==> src/rtl/mbm_consts.vh <==
`ifndef MBM_CONSTS_VH
`define MBM_CONSTS_VH
// Instruction codes on cmd_op_i
`define MBM_OP_APPEND   2'h0
`define MBM_OP_COPY     2'h1
`define MBM_OP_REVCOPY  2'h2
`define MBM_OP_XOR      2'h3
// Widths
`define MBM_AW          12
`define MBM_CW          8
// RAM holds this many bytes; a block must end at or below it
`define MBM_RAM_BYTES   13'h0300
// Transmit queue depth in bytes
`define MBM_TXQ_DEPTH   9'h080
// Status byte field positions
`define MBM_ST_BUSY_L   0
`define MBM_ST_BUSY_H   1
`define MBM_ST_OVF      2
`define MBM_ST_ADDR     3
`define MBM_ST_ARG      4
`define MBM_ST_BUSYERR  5
`endif

==> src/rtl/mbm_range_check.v <==
`timescale 1ns/1ps
`default_nettype none
`include "mbm_consts.vh"
// Flags a block of count bytes at base that would pass the end of RAM
module mbm_range_check (
  input  wire [11:0] base_i,
  input  wire [7:0]  count_i,
  output wire        bad_o
);
  wire [12:0] end_w;

  // One past the last byte touched
  assign end_w = {1'b0, base_i} + {5'h00, count_i};
  assign bad_o = (end_w > `MBM_RAM_BYTES);
endmodule
`default_nettype wire

==> src/rtl/mbm_move_unit.v <==
// Functional notes
// - Append reads count RAM bytes from source and pushes them to queue tail in order.
// - During append transfer, fill answer carries transmit queue fill, registered one cycle late.
// - Priority bit zero picks low slot, one picks high slot.
// - Queue full mid-append raises overflow and reports bytes not yet moved.
// - Every ended instruction pulses the finished event of its own priority.
// - Issue into an occupied slot raises the busy fault and is not started.
// - Block copy moves count bytes source to destination, order kept.
// - Reversed copy writes source plus n to destination plus count minus one minus n.
// - Block XOR writes source XOR destination back into destination, byte by byte.
`timescale 1ns/1ps
`default_nettype none
`include "mbm_consts.vh"
module mbm_move_unit (
  input  wire        sys_clk_i,
  input  wire        rst_n_i,
  // Instruction port from the serial command decoder
  input  wire        cmd_valid_i,
  input  wire [1:0]  cmd_op_i,
  input  wire        cmd_prio_i,
  input  wire [11:0] cmd_src_i,
  input  wire [11:0] cmd_dst_i,
  input  wire [7:0]  cmd_count_i,
  output reg  [7:0]  cmd_status_o,
  output reg  [7:0]  cmd_fill_o,
  // RAM port, one-cycle read latency
  output reg         ram_rd_o,
  output reg         ram_wr_o,
  output reg  [11:0] ram_addr_o,
  output reg  [7:0]  ram_wdata_o,
  input  wire [7:0]  ram_rdata_i,
  // Transmit queue push side
  output reg         txq_push_o,
  output reg  [7:0]  txq_data_o,
  input  wire [7:0]  txq_fill_i,
  input  wire        txq_full_i,
  // Events, one-cycle pulses, and the held remaining byte count
  output reg         low_priority_finished_event_o,
  output reg         high_priority_finished_event_o,
  output reg         priority_slot_busy_fault_o,
  output reg         address_range_fault_o,
  output reg         bad_argument_fault_o,
  output reg         txq_overflow_event_o,
  output reg  [7:0]  remaining_o
);
  // One-hot engine states
  localparam [3:0] S_IDLE = 4'h1;
  localparam [3:0] S_RD1  = 4'h2;
  localparam [3:0] S_RD2  = 4'h4;
  localparam [3:0] S_WR   = 4'h8;

  reg        rst_s1_q;
  reg        rst_s2_q;
  wire       rst_n;
  reg  [3:0] state_q;
  reg        cur_prio_q;
  reg  [1:0] cur_op_q;
  reg [11:0] src_q;
  reg [11:0] dst_q;
  reg  [7:0] cnt_q;
  reg  [7:0] idx_q;
  reg  [7:0] a_byte_q;
  reg  [1:0] pend_q;       // Waiting instruction per slot
  reg  [1:0] pend_op_q [0:1];
  reg [11:0] pend_src_q [0:1];
  reg [11:0] pend_dst_q [0:1];
  reg  [7:0] pend_cnt_q [0:1];
  wire       src_bad;
  wire       dst_bad;
  wire       slot_busy;
  wire       pick;
  wire       last;
  wire       txq_stop;

  // Reset release through two flops
  always @(posedge sys_clk_i or negedge rst_n_i) begin
    if (!rst_n_i) begin
      rst_s1_q <= 1'b0;
      rst_s2_q <= 1'b0;
    end else begin
      rst_s1_q <= 1'b1;
      rst_s2_q <= rst_s1_q;
    end
  end
  assign rst_n = rst_s2_q;

  mbm_range_check u_src_chk (
    .base_i  (cmd_src_i),
    .count_i (cmd_count_i),
    .bad_o   (src_bad)
  );
  mbm_range_check u_dst_chk (
    .base_i  (cmd_dst_i),
    .count_i (cmd_count_i),
    .bad_o   (dst_bad)
  );

  // Slot taken if waiting or running at that priority
  function slot_taken;
    input       prio;
    input [1:0] pend;
    input [3:0] st;
    input       run_prio;
    begin
      slot_taken = pend[prio] | ((st != S_IDLE) & (run_prio == prio));
    end
  endfunction

  assign slot_busy = slot_taken(cmd_prio_i, pend_q, state_q, cur_prio_q);
  assign pick      = pend_q[1] ? 1'b1 : 1'b0;                          // High slot first
  assign last      = (idx_q + 8'h01 == cnt_q);
  assign txq_stop  = (cur_op_q == `MBM_OP_APPEND) & txq_full_i;      // Full before push

  // Fill is a registered copy of the queue count
  always @(posedge sys_clk_i or negedge rst_n) begin
    if (!rst_n) begin
      cmd_fill_o <= 8'h00;
    end else begin
      cmd_fill_o <= txq_fill_i;
    end
  end

  // Issue, priority slots and data engine
  always @(posedge sys_clk_i or negedge rst_n) begin
    if (!rst_n) begin
      state_q                        <= S_IDLE;
      cur_prio_q                     <= 1'b0;
      cur_op_q                       <= 2'h0;
      src_q                          <= 12'h000;
      dst_q                          <= 12'h000;
      cnt_q                          <= 8'h00;
      idx_q                          <= 8'h00;
      a_byte_q                       <= 8'h00;
      pend_q                         <= 2'h0;
      pend_op_q[0]                   <= 2'h0;
      pend_op_q[1]                   <= 2'h0;
      pend_src_q[0]                  <= 12'h000;
      pend_src_q[1]                  <= 12'h000;
      pend_dst_q[0]                  <= 12'h000;
      pend_dst_q[1]                  <= 12'h000;
      pend_cnt_q[0]                  <= 8'h00;
      pend_cnt_q[1]                  <= 8'h00;
      cmd_status_o                   <= 8'h00;
      ram_rd_o                       <= 1'b0;
      ram_wr_o                       <= 1'b0;
      ram_addr_o                     <= 12'h000;
      ram_wdata_o                    <= 8'h00;
      txq_push_o                     <= 1'b0;
      txq_data_o                     <= 8'h00;
      low_priority_finished_event_o  <= 1'b0;
      high_priority_finished_event_o <= 1'b0;
      priority_slot_busy_fault_o     <= 1'b0;
      address_range_fault_o          <= 1'b0;
      bad_argument_fault_o           <= 1'b0;
      txq_overflow_event_o           <= 1'b0;
      remaining_o                    <= 8'h00;
    end else begin
      // Pulses default low
      ram_rd_o                       <= 1'b0;
      ram_wr_o                       <= 1'b0;
      txq_push_o                     <= 1'b0;
      low_priority_finished_event_o  <= 1'b0;
      high_priority_finished_event_o <= 1'b0;
      priority_slot_busy_fault_o     <= 1'b0;
      address_range_fault_o          <= 1'b0;
      bad_argument_fault_o           <= 1'b0;
      txq_overflow_event_o           <= 1'b0;

      // Status byte answered during every instruction transfer
      cmd_status_o[`MBM_ST_BUSY_L] <= slot_taken(1'b0, pend_q, state_q, cur_prio_q);
      cmd_status_o[`MBM_ST_BUSY_H] <= slot_taken(1'b1, pend_q, state_q, cur_prio_q);
      cmd_status_o[7:6]            <= 2'h0;

      // Accept or refuse a new instruction
      if (cmd_valid_i) begin
        cmd_status_o[`MBM_ST_BUSYERR] <= slot_busy;
        cmd_status_o[`MBM_ST_ADDR]    <= 1'b0;
        cmd_status_o[`MBM_ST_ARG]     <= 1'b0;
        cmd_status_o[`MBM_ST_OVF]     <= 1'b0;
        if (slot_busy) begin
          priority_slot_busy_fault_o <= 1'b1;                           // Not started
        end else if (src_bad || (cmd_op_i != `MBM_OP_APPEND && dst_bad)) begin
          address_range_fault_o       <= 1'b1;
          cmd_status_o[`MBM_ST_ADDR] <= 1'b1;
          low_priority_finished_event_o  <= ~cmd_prio_i;
          high_priority_finished_event_o <= cmd_prio_i;
        end else if (cmd_op_i == `MBM_OP_APPEND
                     && {1'b0, cmd_count_i} > (`MBM_TXQ_DEPTH - 9'h001)) begin
          bad_argument_fault_o       <= 1'b1;
          cmd_status_o[`MBM_ST_ARG] <= 1'b1;
          low_priority_finished_event_o  <= ~cmd_prio_i;
          high_priority_finished_event_o <= cmd_prio_i;
        end else if (cmd_count_i == 8'h00) begin
          low_priority_finished_event_o  <= ~cmd_prio_i;                // Empty block
          high_priority_finished_event_o <= cmd_prio_i;
        end else begin
          pend_q[cmd_prio_i]     <= 1'b1;
          pend_op_q[cmd_prio_i]  <= cmd_op_i;
          pend_src_q[cmd_prio_i] <= cmd_src_i;
          pend_dst_q[cmd_prio_i] <= cmd_dst_i;
          pend_cnt_q[cmd_prio_i] <= cmd_count_i;
        end
      end

      case (state_q)
        S_IDLE: begin
          if (pend_q != 2'h0) begin
            state_q      <= S_RD1;
            cur_prio_q   <= pick;
            cur_op_q     <= pend_op_q[pick];
            src_q        <= pend_src_q[pick];
            dst_q        <= pend_dst_q[pick];
            cnt_q        <= pend_cnt_q[pick];
            idx_q        <= 8'h00;
            pend_q[pick] <= 1'b0;
          end
        end
        S_RD1: begin
          // Source byte read
          ram_rd_o   <= 1'b1;
          ram_addr_o <= src_q + {4'h0, idx_q};
          state_q    <= (cur_op_q == `MBM_OP_XOR) ? S_RD2 : S_WR;
        end
        S_RD2: begin
          // Destination byte read for XOR
          a_byte_q   <= ram_rdata_i;
          ram_rd_o   <= 1'b1;
          ram_addr_o <= dst_q + {4'h0, idx_q};
          state_q    <= S_WR;
        end
        S_WR: begin
          if (txq_stop) begin
            // Checked here, where every earlier push is counted, so none is dropped
            txq_overflow_event_o      <= 1'b1;
            cmd_status_o[`MBM_ST_OVF] <= 1'b1;
            remaining_o               <= cnt_q - idx_q;
            if (cur_prio_q) begin
              high_priority_finished_event_o <= 1'b1;
            end else begin
              low_priority_finished_event_o <= 1'b1;
            end
            state_q                   <= S_IDLE;
          end else if (cur_op_q == `MBM_OP_APPEND) begin
            txq_push_o <= 1'b1;                                         // Append in order
            txq_data_o <= ram_rdata_i;
          end else begin
            ram_wr_o <= 1'b1;
            case (cur_op_q)
              `MBM_OP_REVCOPY: begin
                ram_addr_o  <= dst_q + {4'h0, cnt_q - 8'h01 - idx_q};
                ram_wdata_o <= ram_rdata_i;
              end
              `MBM_OP_XOR: begin
                ram_addr_o  <= dst_q + {4'h0, idx_q};
                ram_wdata_o <= a_byte_q ^ ram_rdata_i;
              end
              default: begin
                ram_addr_o  <= dst_q + {4'h0, idx_q};
                ram_wdata_o <= ram_rdata_i;
              end
            endcase
          end
          idx_q <= idx_q + 8'h01;
          // Set-only events, so a fault event of the other slot in this cycle survives
          if (!txq_stop && last) begin
            remaining_o <= 8'h00;
            if (cur_prio_q) begin
              high_priority_finished_event_o <= 1'b1;
            end else begin
              low_priority_finished_event_o <= 1'b1;
            end
            state_q <= S_IDLE;
          end else if (!txq_stop) begin
            state_q <= S_RD1;
          end
        end
        default: begin
          state_q <= S_IDLE;
        end
      endcase
    end
  end
endmodule
`default_nettype wire

==> config.mk <==
export PLATFORM = sky130hd
export DESIGN_NAME = mbm_move_unit
export DESIGN_NICKNAME = d
export VERILOG_FILES = /design/src/rtl/mbm_range_check.v /design/src/rtl/mbm_move_unit.v
export VERILOG_INCLUDE_DIRS = /design/src /design/src/rtl
export SDC_FILE = /design/constraint.sdc
export NUM_CORES = 1
export LEC_CHECK = 0
export BUFFER_PORTS_ARGS = -buffer_cell sky130_fd_sc_hd__buf_2
export CORE_MARGIN = 10
export CORE_UTILIZATION = 34
export DETAILED_ROUTE_END_ITERATION = 6
export GPL_TIMING_DRIVEN = 1
export SKIP_LAST_GASP = 1
export SLEW_MARGIN = 0
export SYNTH_ARGS = -nofsm -noshare
export SYNTH_HDL_FRONTEND = slang
export SYNTH_HIERARCHICAL = 1
export SYNTH_SLANG_ARGS = --single-unit
==> constraint.sdc <==
create_clock -name sys_clk_i -period 8.1 [get_ports sys_clk_i]
set_input_delay 1.62 -clock sys_clk_i [delete_from_list [all_inputs] [get_ports sys_clk_i]]
set_output_delay 1.62 -clock sys_clk_i [all_outputs]
set_load 0.01 [all_outputs]
==> flow_summary.ini, run 1 <==
[run_status]
status = complete, no violations

[die]
die_h_um = 197
start_util_pct = 34.7
io_pins = 116
core_um2 = 30800
rows = 64
die-width_um = 197
die_area_um2 = 38900

[sta]
grt_setup_unrepaired = no
maxSlewViolCount = 0
maxSlewHeadroom_pct = 33.2
tightestPinTransition_ns = 1.00
fin_setup_tns_ns = 0
final-hold-violation-count = 0
fin_skew_ns = 0.0125
finalCritPeriodShare_pct = 62.6
fmax_ghz = 0.197
min_period_ns = 5.07
finalSetupViolCount = 0

[cells_and_area]
multi_input_area_um2 = 5710
drive_above_1_share_pct = 21.3
syn2layout_area_growth_pct = 13.9
n_antenna_cell = 0
regArea_um2 = 4660
nets = 1205
fill_cells = 3001

[synthesis]
ys_seq_area_share_pct = 43.5
synth-main-ff-cell = dfrtp_1
synth-async-reset-ratio_pct = 100
ys_types = 85
synth.area.mux_share_pct = 13.4
synth_fa_ha_area_share_pct = 7.05
synth_edf_count = 0
synth-compound-area-share_pct = 15.3
synth_top_family_by_area = compound AO/OA/AOI/OAI gates
synth_top_cell_by_area = dfrtp_1
ys_seq_elements = 186
yosys-top-cells-area = dfrtp_1 43%, ha_1 5.7%, mux2_4 5.2%
syn_avg_cell_area_um2 = 10.7
netlist_instances = 1002
synthSimpleGateAreaFrac_pct = 12.6
synth_xor_area_share_pct = 4.83
syn_area_um2 = 10700
yosysTopAreaCellShare_pct = 43.3
synth_warnings = 6

[cts]
numCtsBuffers = 17
htreeDepth = 4
post-cts-setup-buffers = 0
path_clk_slew_ns = 0.08
clkLatencyLatePin_ns = 0.45
cts-root-buf = clkbuf_16
clockBufferDepth = 2
cts_resized = 0
cts_tree = built
cts_hold_buffers = 0
clkSinkCount = 186

[global_routing]
grt_usage_pct = 14.3
grt_pass1_vias = 7799
antenna_found_initial = 0
grt_max_degree = 138
grt_first_pass_wirelength_mm = 44.1
overflow = 0

[detailed_routing]
drt_first_pass_iters = 5
antenna_left = 0
wl_met3_mm = 1.19
wl_met2_mm = 12.7
first_iter_violations = 440
via_per_inst = 5.27
drc = 0
wire_per_inst_um = 18.4
vias = 7915
drt-total-wl_mm = 27.6
drt-met1-wl_mm = 13.2
top_layer_used = met4

[power_and_ir_drop]
pwr-share-seq_pct = 37.6
clkPwrFrac_pct = 23.7
p_int_w = 0.00224
swShare_pct = 38.4
power.density_nw_per_um2 = 299
leakage_nw = 5.54
switching_power_w = 0.00140
fin_total_pwr_w = 0.00364
p_comb_share_pct = 38.8
vdd_drop_max_uv = 164

[job]
maxCapViolations = 0

[critical_path]
critical_path_arrival_ns = 5.40
required_ns = 8.43
cp-end-kind = register
cp_max_fo = 35
worstSetupPathType = primary input to register
worstSetupStartpointType = primary input

[placed_design]
dp_hpwl_mm = 20.4
port-buffer-count = 113
place_congestion = 0.892

[min_path]
hp-class = register to async pin
==> power groups by stage <==
stage | registers [W] | logic, W | clock network [W]
floorplan | 0.00129 | 0.00109 | 0
global placement | 0.00138 | 0.00137 | 0
detailed placement | 0.00138 | 0.00139 | 0
CTS | 0.00137 | 0.00140 | 0.000895
global route | 0.00140 | 0.00156 | 0.000931
finish | 0.00137 | 0.00141 | 0.000861
==> sequential cells by signal, indices dropped and copies added (netlist names), 2 cells and up <==
signal	flops
remaining_o	8
pend_dst_q	24
pend_src_q	24
txq_data_o	8
cmd_fill_o	8
ram_wdata_o	8
pend_q	2
ram_addr_o	12
state_q	4
cnt_q	8
pend_op_q	4
idx_q	8
cmd_status_o	6
src_q	12
pend_cnt_q	16
cur_op_q	2
a_byte_q	8
dst_q	12
==> Yosys cell counts (all sizes together), types with 7 or more instances <==
library cell	n
dfrtp	185
mux2	84
nor2	82
a21oi	70
nand2	57
ha	49
o21ai	47
xnor2	41
mux2i	35
clkbuf	27
inv	25
a211oi	22
a21o	20
buf	20
nor3	20
a31oi	18
xor2	18
nand3	14
nor2b	13
nor4	13
and3	11
nand4	9
o211ai	9
a22oi	8
o21a	8
fa	7
nand2b	7
==> logic make-up after synthesis <==
kind of cell	count (synthesis)
AOI/OAI and AO/OA	249
xor gates and xnor gates	59
adders and majority gates	56
buffers and inverters	72
DFF	186
muxes	119
other	2
and+or+nand+nor	259
==> critical path, cell delays in order <==
cell,delay [ns]
buf_2,0.13
ha_1,0.21
fa_1,0.47
a21o_1,0.24
a21oi_2,0.19
o221a_2,0.25
nor2_1,0.06
or2_1,0.20
a221o_1,0.31
nor2b_1,0.14
nor2_1,0.11
and3_1,0.32
nand3_4,0.59
mux2_4,0.52
==> per-layer routing <==
metal  up-vias  GRT usage [%]
li1       3850              -
met1      3869           19.6
met2       172           22.3
met5         -              0
met4         0           4.24
met3        24           3.00
==> path summary, 6_finish.rpt <==
path                                   to  depth (start not counted)           start  slack [ns]
max in group asynchronous       pend_q[1]                          1           rst_n        6.50
min in group sys_clk_i              rst_n                          0        rst_s1_q        0.36
max reg2reg                ram_addr_o[11]                         15        idx_q[1]        4.12
max                         pend_dst_q[3]                         14  cmd_count_i[0]        3.03
min                         ram_addr_o[1]                          0           rst_n        0.36
min reg2reg                 ram_addr_o[1]                          0           rst_n        0.36
==> final cells by class <==
class,instances,area share (%)
clock inverters,13,1.22
clock buffers,19,3.72
flip-flops and latches,186,38.3
inverters,25,0.770
multi-input cells,745,46.8
well taps,396,4.07
repair buffers,119,5.12
==> metrics by stage <==
| step | util [%] | area, um^2 | instances | worst slack [ns] | hold WS (ns) |
|---|---|---|---|---|---|
| 6_report | 39.5 | 12200 | 1503 | 3.03 | 0.355 |
| 5_1_grt | 39.5 | 12200 | 1503 | 2.82 | 0.369 |
| 4_1_cts | 39.5 | 12200 | 1503 | 3.04 | 0.363 |
| 3_5_place_dp | 37.6 | 11600 | 1471 | 2.57 | 0.336 |
| 3_3_place_gp | 37.6 | 11600 | 1471 | 2.63 | 0.338 |
| 2_1_floorplan | - | 10700 | 1003 | 2.54 | 0.331 |
==> cells in the final DEF (no fill, tap or decap), types with 35 or more instances in the layout <==
cell,instances
mux2i_1,35
xnor2_1,41
nor2_1,81
dfrtp_1,183
mux2_4,37
ha_1,49
buf_2,113
o21ai_0,40
nand2_1,57
a21oi_1,68
Note: power is estimated with default switching activity, not from simulation.
==> run 2, diff against run 1 <==
--- a/config.mk
+++ b/config.mk
@@ -6,6 +6,7 @@
 export SDC_FILE = /design/constraint.sdc
 export NUM_CORES = 1
 export LEC_CHECK = 0
+export ABC_AREA = 1
 export BUFFER_PORTS_ARGS = -buffer_cell sky130_fd_sc_hd__buf_2
 export CORE_MARGIN = 10
 export CORE_UTILIZATION = 34
==> constraint.sdc (replaced) <==
create_clock -name sys_clk_i -period 4.9 [get_ports sys_clk_i]
set_input_delay 0.98 -clock sys_clk_i [delete_from_list [all_inputs] [get_ports sys_clk_i]]
set_output_delay 0.98 -clock sys_clk_i [all_outputs]
set_load 0.01 [all_outputs]
==> run 2 against run 1 <==
Compared with the run above: non-clock buffer count up 1; area after synthesis up 3.9%; critical path depth grew 3; power grew 74%; routed wire length grew 9.0%; critical path type unchanged; via count rose by 22%; synthesized cell count up 47%; cell count up 35%; sequential share of layout area is 1.5 points lower; count of clock-buffer cells in the layout is the same; clock skew barely moved.
==> flow_summary.ini, run 2 <==
[synthesis]
synth_top_cell_by_area = dfrtp_1
yosys-top-cells-area = dfrtp_1 42%, nand2_1 14%, inv_1 5.9%
synth_warnings = 6
netlist_instances = 1474
syn_area_um2 = 11100
ys_top_cells_by_count = 413 x nand2_1, 185 x dfrtp_1, 174 x inv_1, 172 x nor2_1, 84 x nand3_1
synth_edf_count = 0
yosysMostFrequentCell = nand2_1
synth-async-reset-ratio_pct = 100
syn_avg_cell_area_um2 = 7.54
ys_seq_elements = 186
yosysTopAreaCellShare_pct = 41.7
ys_types = 50
synth-main-ff-cell = dfrtp_1
ys_seq_area_share_pct = 41.9

[cells_and_area]
drive_above_1_share_pct = 13.2
syn2layout_area_growth_pct = 14.1
layout_commonest_cell = nand2_1
final_cell_mix = 412 x nand2_1, 184 x dfrtp_1, 174 x inv_1, 172 x nor2_1, 113 x buf_2
reg_top3 = pend_dst_q x24, pend_src_q x24, pend_cnt_q x16
nets = 1682
postLayoutCellArea_um2 = 12700

[cts]
path_clk_slew_ns = 0.07
cts_resized = 0
cts-root-buf = clkbuf_16
clockBufferDepth = 2
post-cts-setup-buffers = 0
clkSinkCount = 186
cts_hold_buffers = 0
numCtsBuffers = 17
cts_tree = built
htreeDepth = 4
clkLatencyLatePin_ns = 0.44

[detailed_routing]
via_per_inst = 4.77
drc = 0
first_iter_violations = 675
wire_per_inst_um = 14.8
drt_first_pass_iters = 4
drt-total-wl_mm = 30.1
antenna_left = 0
vias = 9675

[global_routing]
grt_first_pass_wirelength_mm = 49.0
grt_max_degree = 120
grt_use_met3_pct = 2.53
antenna_found_initial = 1
gr-max-usage-layer = met2
grt_pass1_vias = 9253
met2_usage_pct = 22.7
grt_usage_pct = 14.8
overflow = 0
use_met1_pct = 20.9

[die]
core_um2 = 32400
die_area_um2 = 40300
die_h_um = 201
rows = 66
die-width_um = 201
io_pins = 116
start_util_pct = 34.3

[placed_design]
dp_hpwl_mm = 22.6
place_area_um2 = 12100
place_congestion = 0.942
port-buffer-count = 113

[critical_path]
worstSetupPathType = primary input to register
worstSetupStartpointType = primary input
endpoint = pend_dst_q[21]
cp_max_fo = 69
timing.rr.start = idx_q[0]
timing.rr.end = ram_addr_o[5]
reg2reg_depth = 15
startpoint = cmd_count_i[0]
critical_path_arrival_ns = 3.95
cp-end-kind = register
required_ns = 5.19
r2r_setup_slack_ns = 1.76

[sta]
maxSlewHeadroom_pct = 43.0
final-hold-violation-count = 0
tightestPinTransition_ns = 0.855
fmax_ghz = 0.273
min_period_ns = 3.66
fin_skew_ns = 0.0123
fin_setup_tns_ns = 0
finalSetupViolCount = 0
maxSlewViolCount = 0
finalCritPeriodShare_pct = 74.7
grt_setup_unrepaired = no

[power_and_ir_drop]
power.density_nw_per_um2 = 500
fin_total_pwr_w = 0.00633
leakage_nw = 6.70
vdd_drop_max_uv = 233

[min_path]
hp-class = primary input to async pin

[run_status]
status = complete, no violations

[job]
maxCapViolations = 0
run 2: cell count changes after synthesis, moves of 18 or more:
cell	delta
a211oi_1	-22
inv_1	+150
mux2_1	-29
mux2_2	-18
mux2_4	-37
mux2i_1	-34
nand2_1	+356
nand3_1	+73
nor2_1	+91
o21ai_0	+34
o21ai_1	+23
o31ai_1	+31
xnor2_1	-37
run 2: cell type report:
cell class / instances / area, um^2
Fill cell: 3440 / 19700
Multi-Input combinational cell: 1062 / 5550
Sequential cell: 186 / 4660
Inverter: 184 / 691
Timing Repair Buffer: 120 / 631
Tap cell: 442 / 553
Clock buffer: 19 / 443
Clock inverter: 13 / 146
Antenna cell: 1 / 2.50
run 2: per-layer routing:
metal  part of all wire, %  vias up  wire, um
li1                      -     4956         -
met1                    50     4506     15100
met2                    44      186     13200
met3                   4.2       27      1270
met4                   1.7        0       522
met5                     0        -         0
run 2: kinds of logic after synthesis:
| kind of cell | Yosys count | share of synthesized area (%) |
|---|---|---|
| and+or+nand+nor | 738 | 28.2 |
| AOI/OAI and AO/OA | 238 | 12.7 |
| buffers and inverters | 227 | 8.20 |
| DFF | 186 | 41.9 |
| adders and majority gates | 56 | 6.78 |
| xor gates and xnor gates | 26 | 2.05 |
| other | 2 | 0.0676 |
| muxes | 1 | 0.0901 |
run 2: critical path: stages:
cell and delay (ns):
buf_2 0.13, ha_1 0.24, fa_1 0.47, or2_2 0.28, a21oi_1 0.11, nand3_1 0.08, nor2_1 0.12, nand3_1 0.10
nand2_1 0.07, nand2_1 0.11, a21oi_4 0.20, o21ai_1 0.12, a21oi_4 0.21, nand4_4 0.11, buf_4 0.34, nand2_1 0.15
o21ai_0 0.10
run 2: stage by stage:
stage               hold slack (ns)  instances  utilization, %  worst slack [ns]
global route                  0.296       2027            39.2             0.942
CTS                           0.297       2026            39.1              1.24
detailed placement            0.343       1994            37.3             0.808
global placement              0.339       1994            37.3             0.873
finish                        0.313       2027            39.2              1.24
floorplan                     0.331       1475               -              1.38
run 2: how the worst min path moves through the flow:
stage	from	slack, ns	cells after the start	endpoint
after floorplan	rst_s1_q	0.33	0	rst_n
after global placement	rst_s1_q	0.34	0	rst_n
after detailed placement	rst_s1_q	0.34	0	rst_n
after CTS	rst_n_i	0.30	1	rst_n
after global routing	rst_n_i	0.30	1	rst_n
final	rst_n_i	0.31	1	rst_n
run 2: power breakdown:
group / internal [W] / switching (W) / leakage [nW]
registers: 0.00201 / 0.000370 / 2.37
clock network: 0.000742 / 0.000667 / 0.289
logic: 0.000953 / 0.00159 / 4.04
total: 0.00371 / 0.00263 / 6.70
==> run 3, diff against run 2 <==
==> constraint.sdc (replaced) <==
create_clock -name sys_clk_i -period 3.25 [get_ports sys_clk_i]
set_input_delay 0.65 -clock sys_clk_i [delete_from_list [all_inputs] [get_ports sys_clk_i]]
set_output_delay 0.65 -clock sys_clk_i [all_outputs]
set_load 0.01 [all_outputs]
==> run 3 against run 2 <==
Compared with the run above: routed wire length grew 6.7%; die area is the same; sequential power grew 50%; count of clock-buffer cells in the layout shrank 2; global-route usage grew 0.44 points; first-iteration DRC count shrank 1.3%; via count grew 3.8%; power grew 53%; clock skew grew 0.0017 ns; largest power group unchanged; cell area grew 4.7%; highest routed layer unchanged; clock power grew 52%.
==> flow_summary.ini, run 3 (same netlist as run 2, synthesis figures left out) <==
[run_status]
status = complete, no violations

[cells_and_area]
syn2layout_area_growth_pct = 19.5
nets = 1730
layout_commonest_cell = nand2_1
stdcell_count = 2074
drive_above_1_share_pct = 16.3
reg_top3 = pend_dst_q x24, pend_src_q x24, pend_cnt_q x16
utilization_pct = 41.0
final_cell_mix = 410 x nand2_1, 183 x dfrtp_1, 174 x inv_1, 171 x nor2_1, 113 x buf_2
fill_cells = 3405
n_antenna_cell = 0

[critical_path]
critPathMaxStageDelay_ns = 0.47
timing.rr.end = ram_addr_o[9]
cp_num_buf_inv = 4
reg2reg_depth = 15
crit_path_cell_trace = buf_2 > ha_2 > fa_1 > or2_2 > a21oi_1 > nand3_1 > nor2_2 > nand3_1 > nand2_1 > nand2_2 > a21oi_4 > o21ai_2 > a21oi_4 > buf_6 > nand4_4 > buf_12 > clkbuf_16 > o21ai_1
required_ns = 3.61
worstSetupStartpointType = primary input
cp_top_family = simple AND/OR/NAND/NOR gates
cp-end-kind = register
worstSetupPathType = primary input to register
cp_slowest_cell = fa_1
cp_max_fo = 11
critical_path_arrival_ns = 3.47
timing.rr.start = cnt_q[3]
r2r_setup_slack_ns = 0.31

[sta]
min_period_ns = 3.11
fmax_ghz = 0.321
final-hold-violation-count = 0
finalCritPeriodShare_pct = 95.8
whs_ns = 0.306
tightestPinTransition_ns = 0.776
maxSlewViolCount = 0
finalSetupViolCount = 0
fin_ws_ns = 0.137
fin_skew_ns = 0.0139
fin_setup_tns_ns = 0
maxSlewHeadroom_pct = 48.2
grt_setup_unrepaired = yes

[cts]
path_clk_slew_ns = 0.08
clockBufferDepth = 2
numCtsBuffers = 17
clkLatencyLatePin_ns = 0.44
cts_tree = built
clkSinkCount = 186
htreeDepth = 4
cts-root-buf = clkbuf_16

[power_and_ir_drop]
leakage_nw = 7.04
p_comb_share_pct = 41.0
power.density_nw_per_um2 = 731
switching_power_w = 0.00405
vdd_drop_max_uv = 349
swShare_pct = 41.8
pwr-share-seq_pct = 36.9
p_int_w = 0.00565
clkPwrFrac_pct = 22.1

[detailed_routing]
drt_first_pass_iters = 5
wire_per_inst_um = 15.5
antenna_left = 0
drc = 0
via_per_inst = 4.84
vias = 10000
drt-total-wl_mm = 32.1
first_iter_violations = 666

[placed_design]
dp_slack_ns = -0.338
port-buffer-count = 113
dp_hpwl_mm = 23.5
place_congestion = 0.910
dp.cells = 2028

[job]
maxCapViolations = 0

[min_path]
worstHoldPathCells = 1
hp-class = primary input to register
min_from = txq_fill_i[1]
holdPathEnd = cmd_fill_o[1]

[global_routing]
grt_usage_pct = 15.3
grt_first_pass_wirelength_mm = 50.6
grt_max_degree = 72
antenna_found_initial = 0
overflow = 0
grt_pass1_vias = 9585

[die]
die_area_um2 = 40300
die_h_um = 201
start_util_pct = 34.3
die-width_um = 201
io_pins = 116
core_um2 = 32400
rows = 66
[run 3: changes by cell type in the layout (fill, tap and decap cells not counted), sizes merged]
cell,delta
inv,-2
clkbuf,+4
diode,-1
clkinv,+4
dlygate4sd3,+1
buf,+41
[run 3: worst max-delay path by stage]
stage	from	endpoint	slack [ns]	cells past startpoint
after CTS	cmd_dst_i[0]	pend_dst_q[9]	0.13	17
final	cmd_dst_i[0]	pend_dst_q[9]	0.14	18
after global placement	cmd_dst_i[0]	pend_cnt_q[2]	-0.25	17
after detailed placement	cmd_count_i[0]	pend_dst_q[7]	-0.34	18
after floorplan	cmd_dst_i[0]	pend_cnt_q[15]	0.06	17
after global routing	idx_q[3]	ram_addr_o[9]	-0.03	18
[run 3: metal layers]
metal  GRT usage, %  up-vias  wire, um
li1               -     5061         -
met1           21.2     4698     15300
met2           24.2      256     14800
met3           2.66       25      1590
met4           3.73        0       384
met5              0        -         0
[run 3: layout make-up]
class,instances,area (um^2),area share [%]
Multi-Input combinational cell,1062,5580,42.0
Timing Repair Buffer,168,1190,8.98
Tap cell,442,553,4.17
Clock buffer,17,425,3.21
Inverter,184,691,5.20
Clock inverter,15,175,1.32
Sequential cell,186,4660,35.1
[run 3: through the flow]
| step | area, um^2 | power, W |
|---|---|---|
| 2_1_floorplan | 11100 | 0.00630 |
| 3_3_place_gp | 12400 | 0.00748 |
| 3_5_place_dp | 12400 | 0.00755 |
| 4_1_cts | 13000 | 0.00973 |
| 5_1_grt | 13300 | 0.0106 |
| 6_report | 13300 | 0.00970 |
[run 3: timing repair]
action                     CTS  global route
resized for setup            0            16
hold endpoints to repair     2             0
setup endpoints to repair    0            57
buffers inserted             0             3
hold buffers                 1             0
[run 3: power by group through the flow]
stage / sequential [W] / clock (W) / combinational [W]
final: 0.00358 / 0.00214 / 0.00398
after global placement: 0.00360 / 0 / 0.00388
after detailed placement: 0.00360 / 0 / 0.00395
after CTS: 0.00357 / 0.00219 / 0.00397
after global routing: 0.00367 / 0.00230 / 0.00459
after floorplan: 0.00357 / 0 / 0.00273
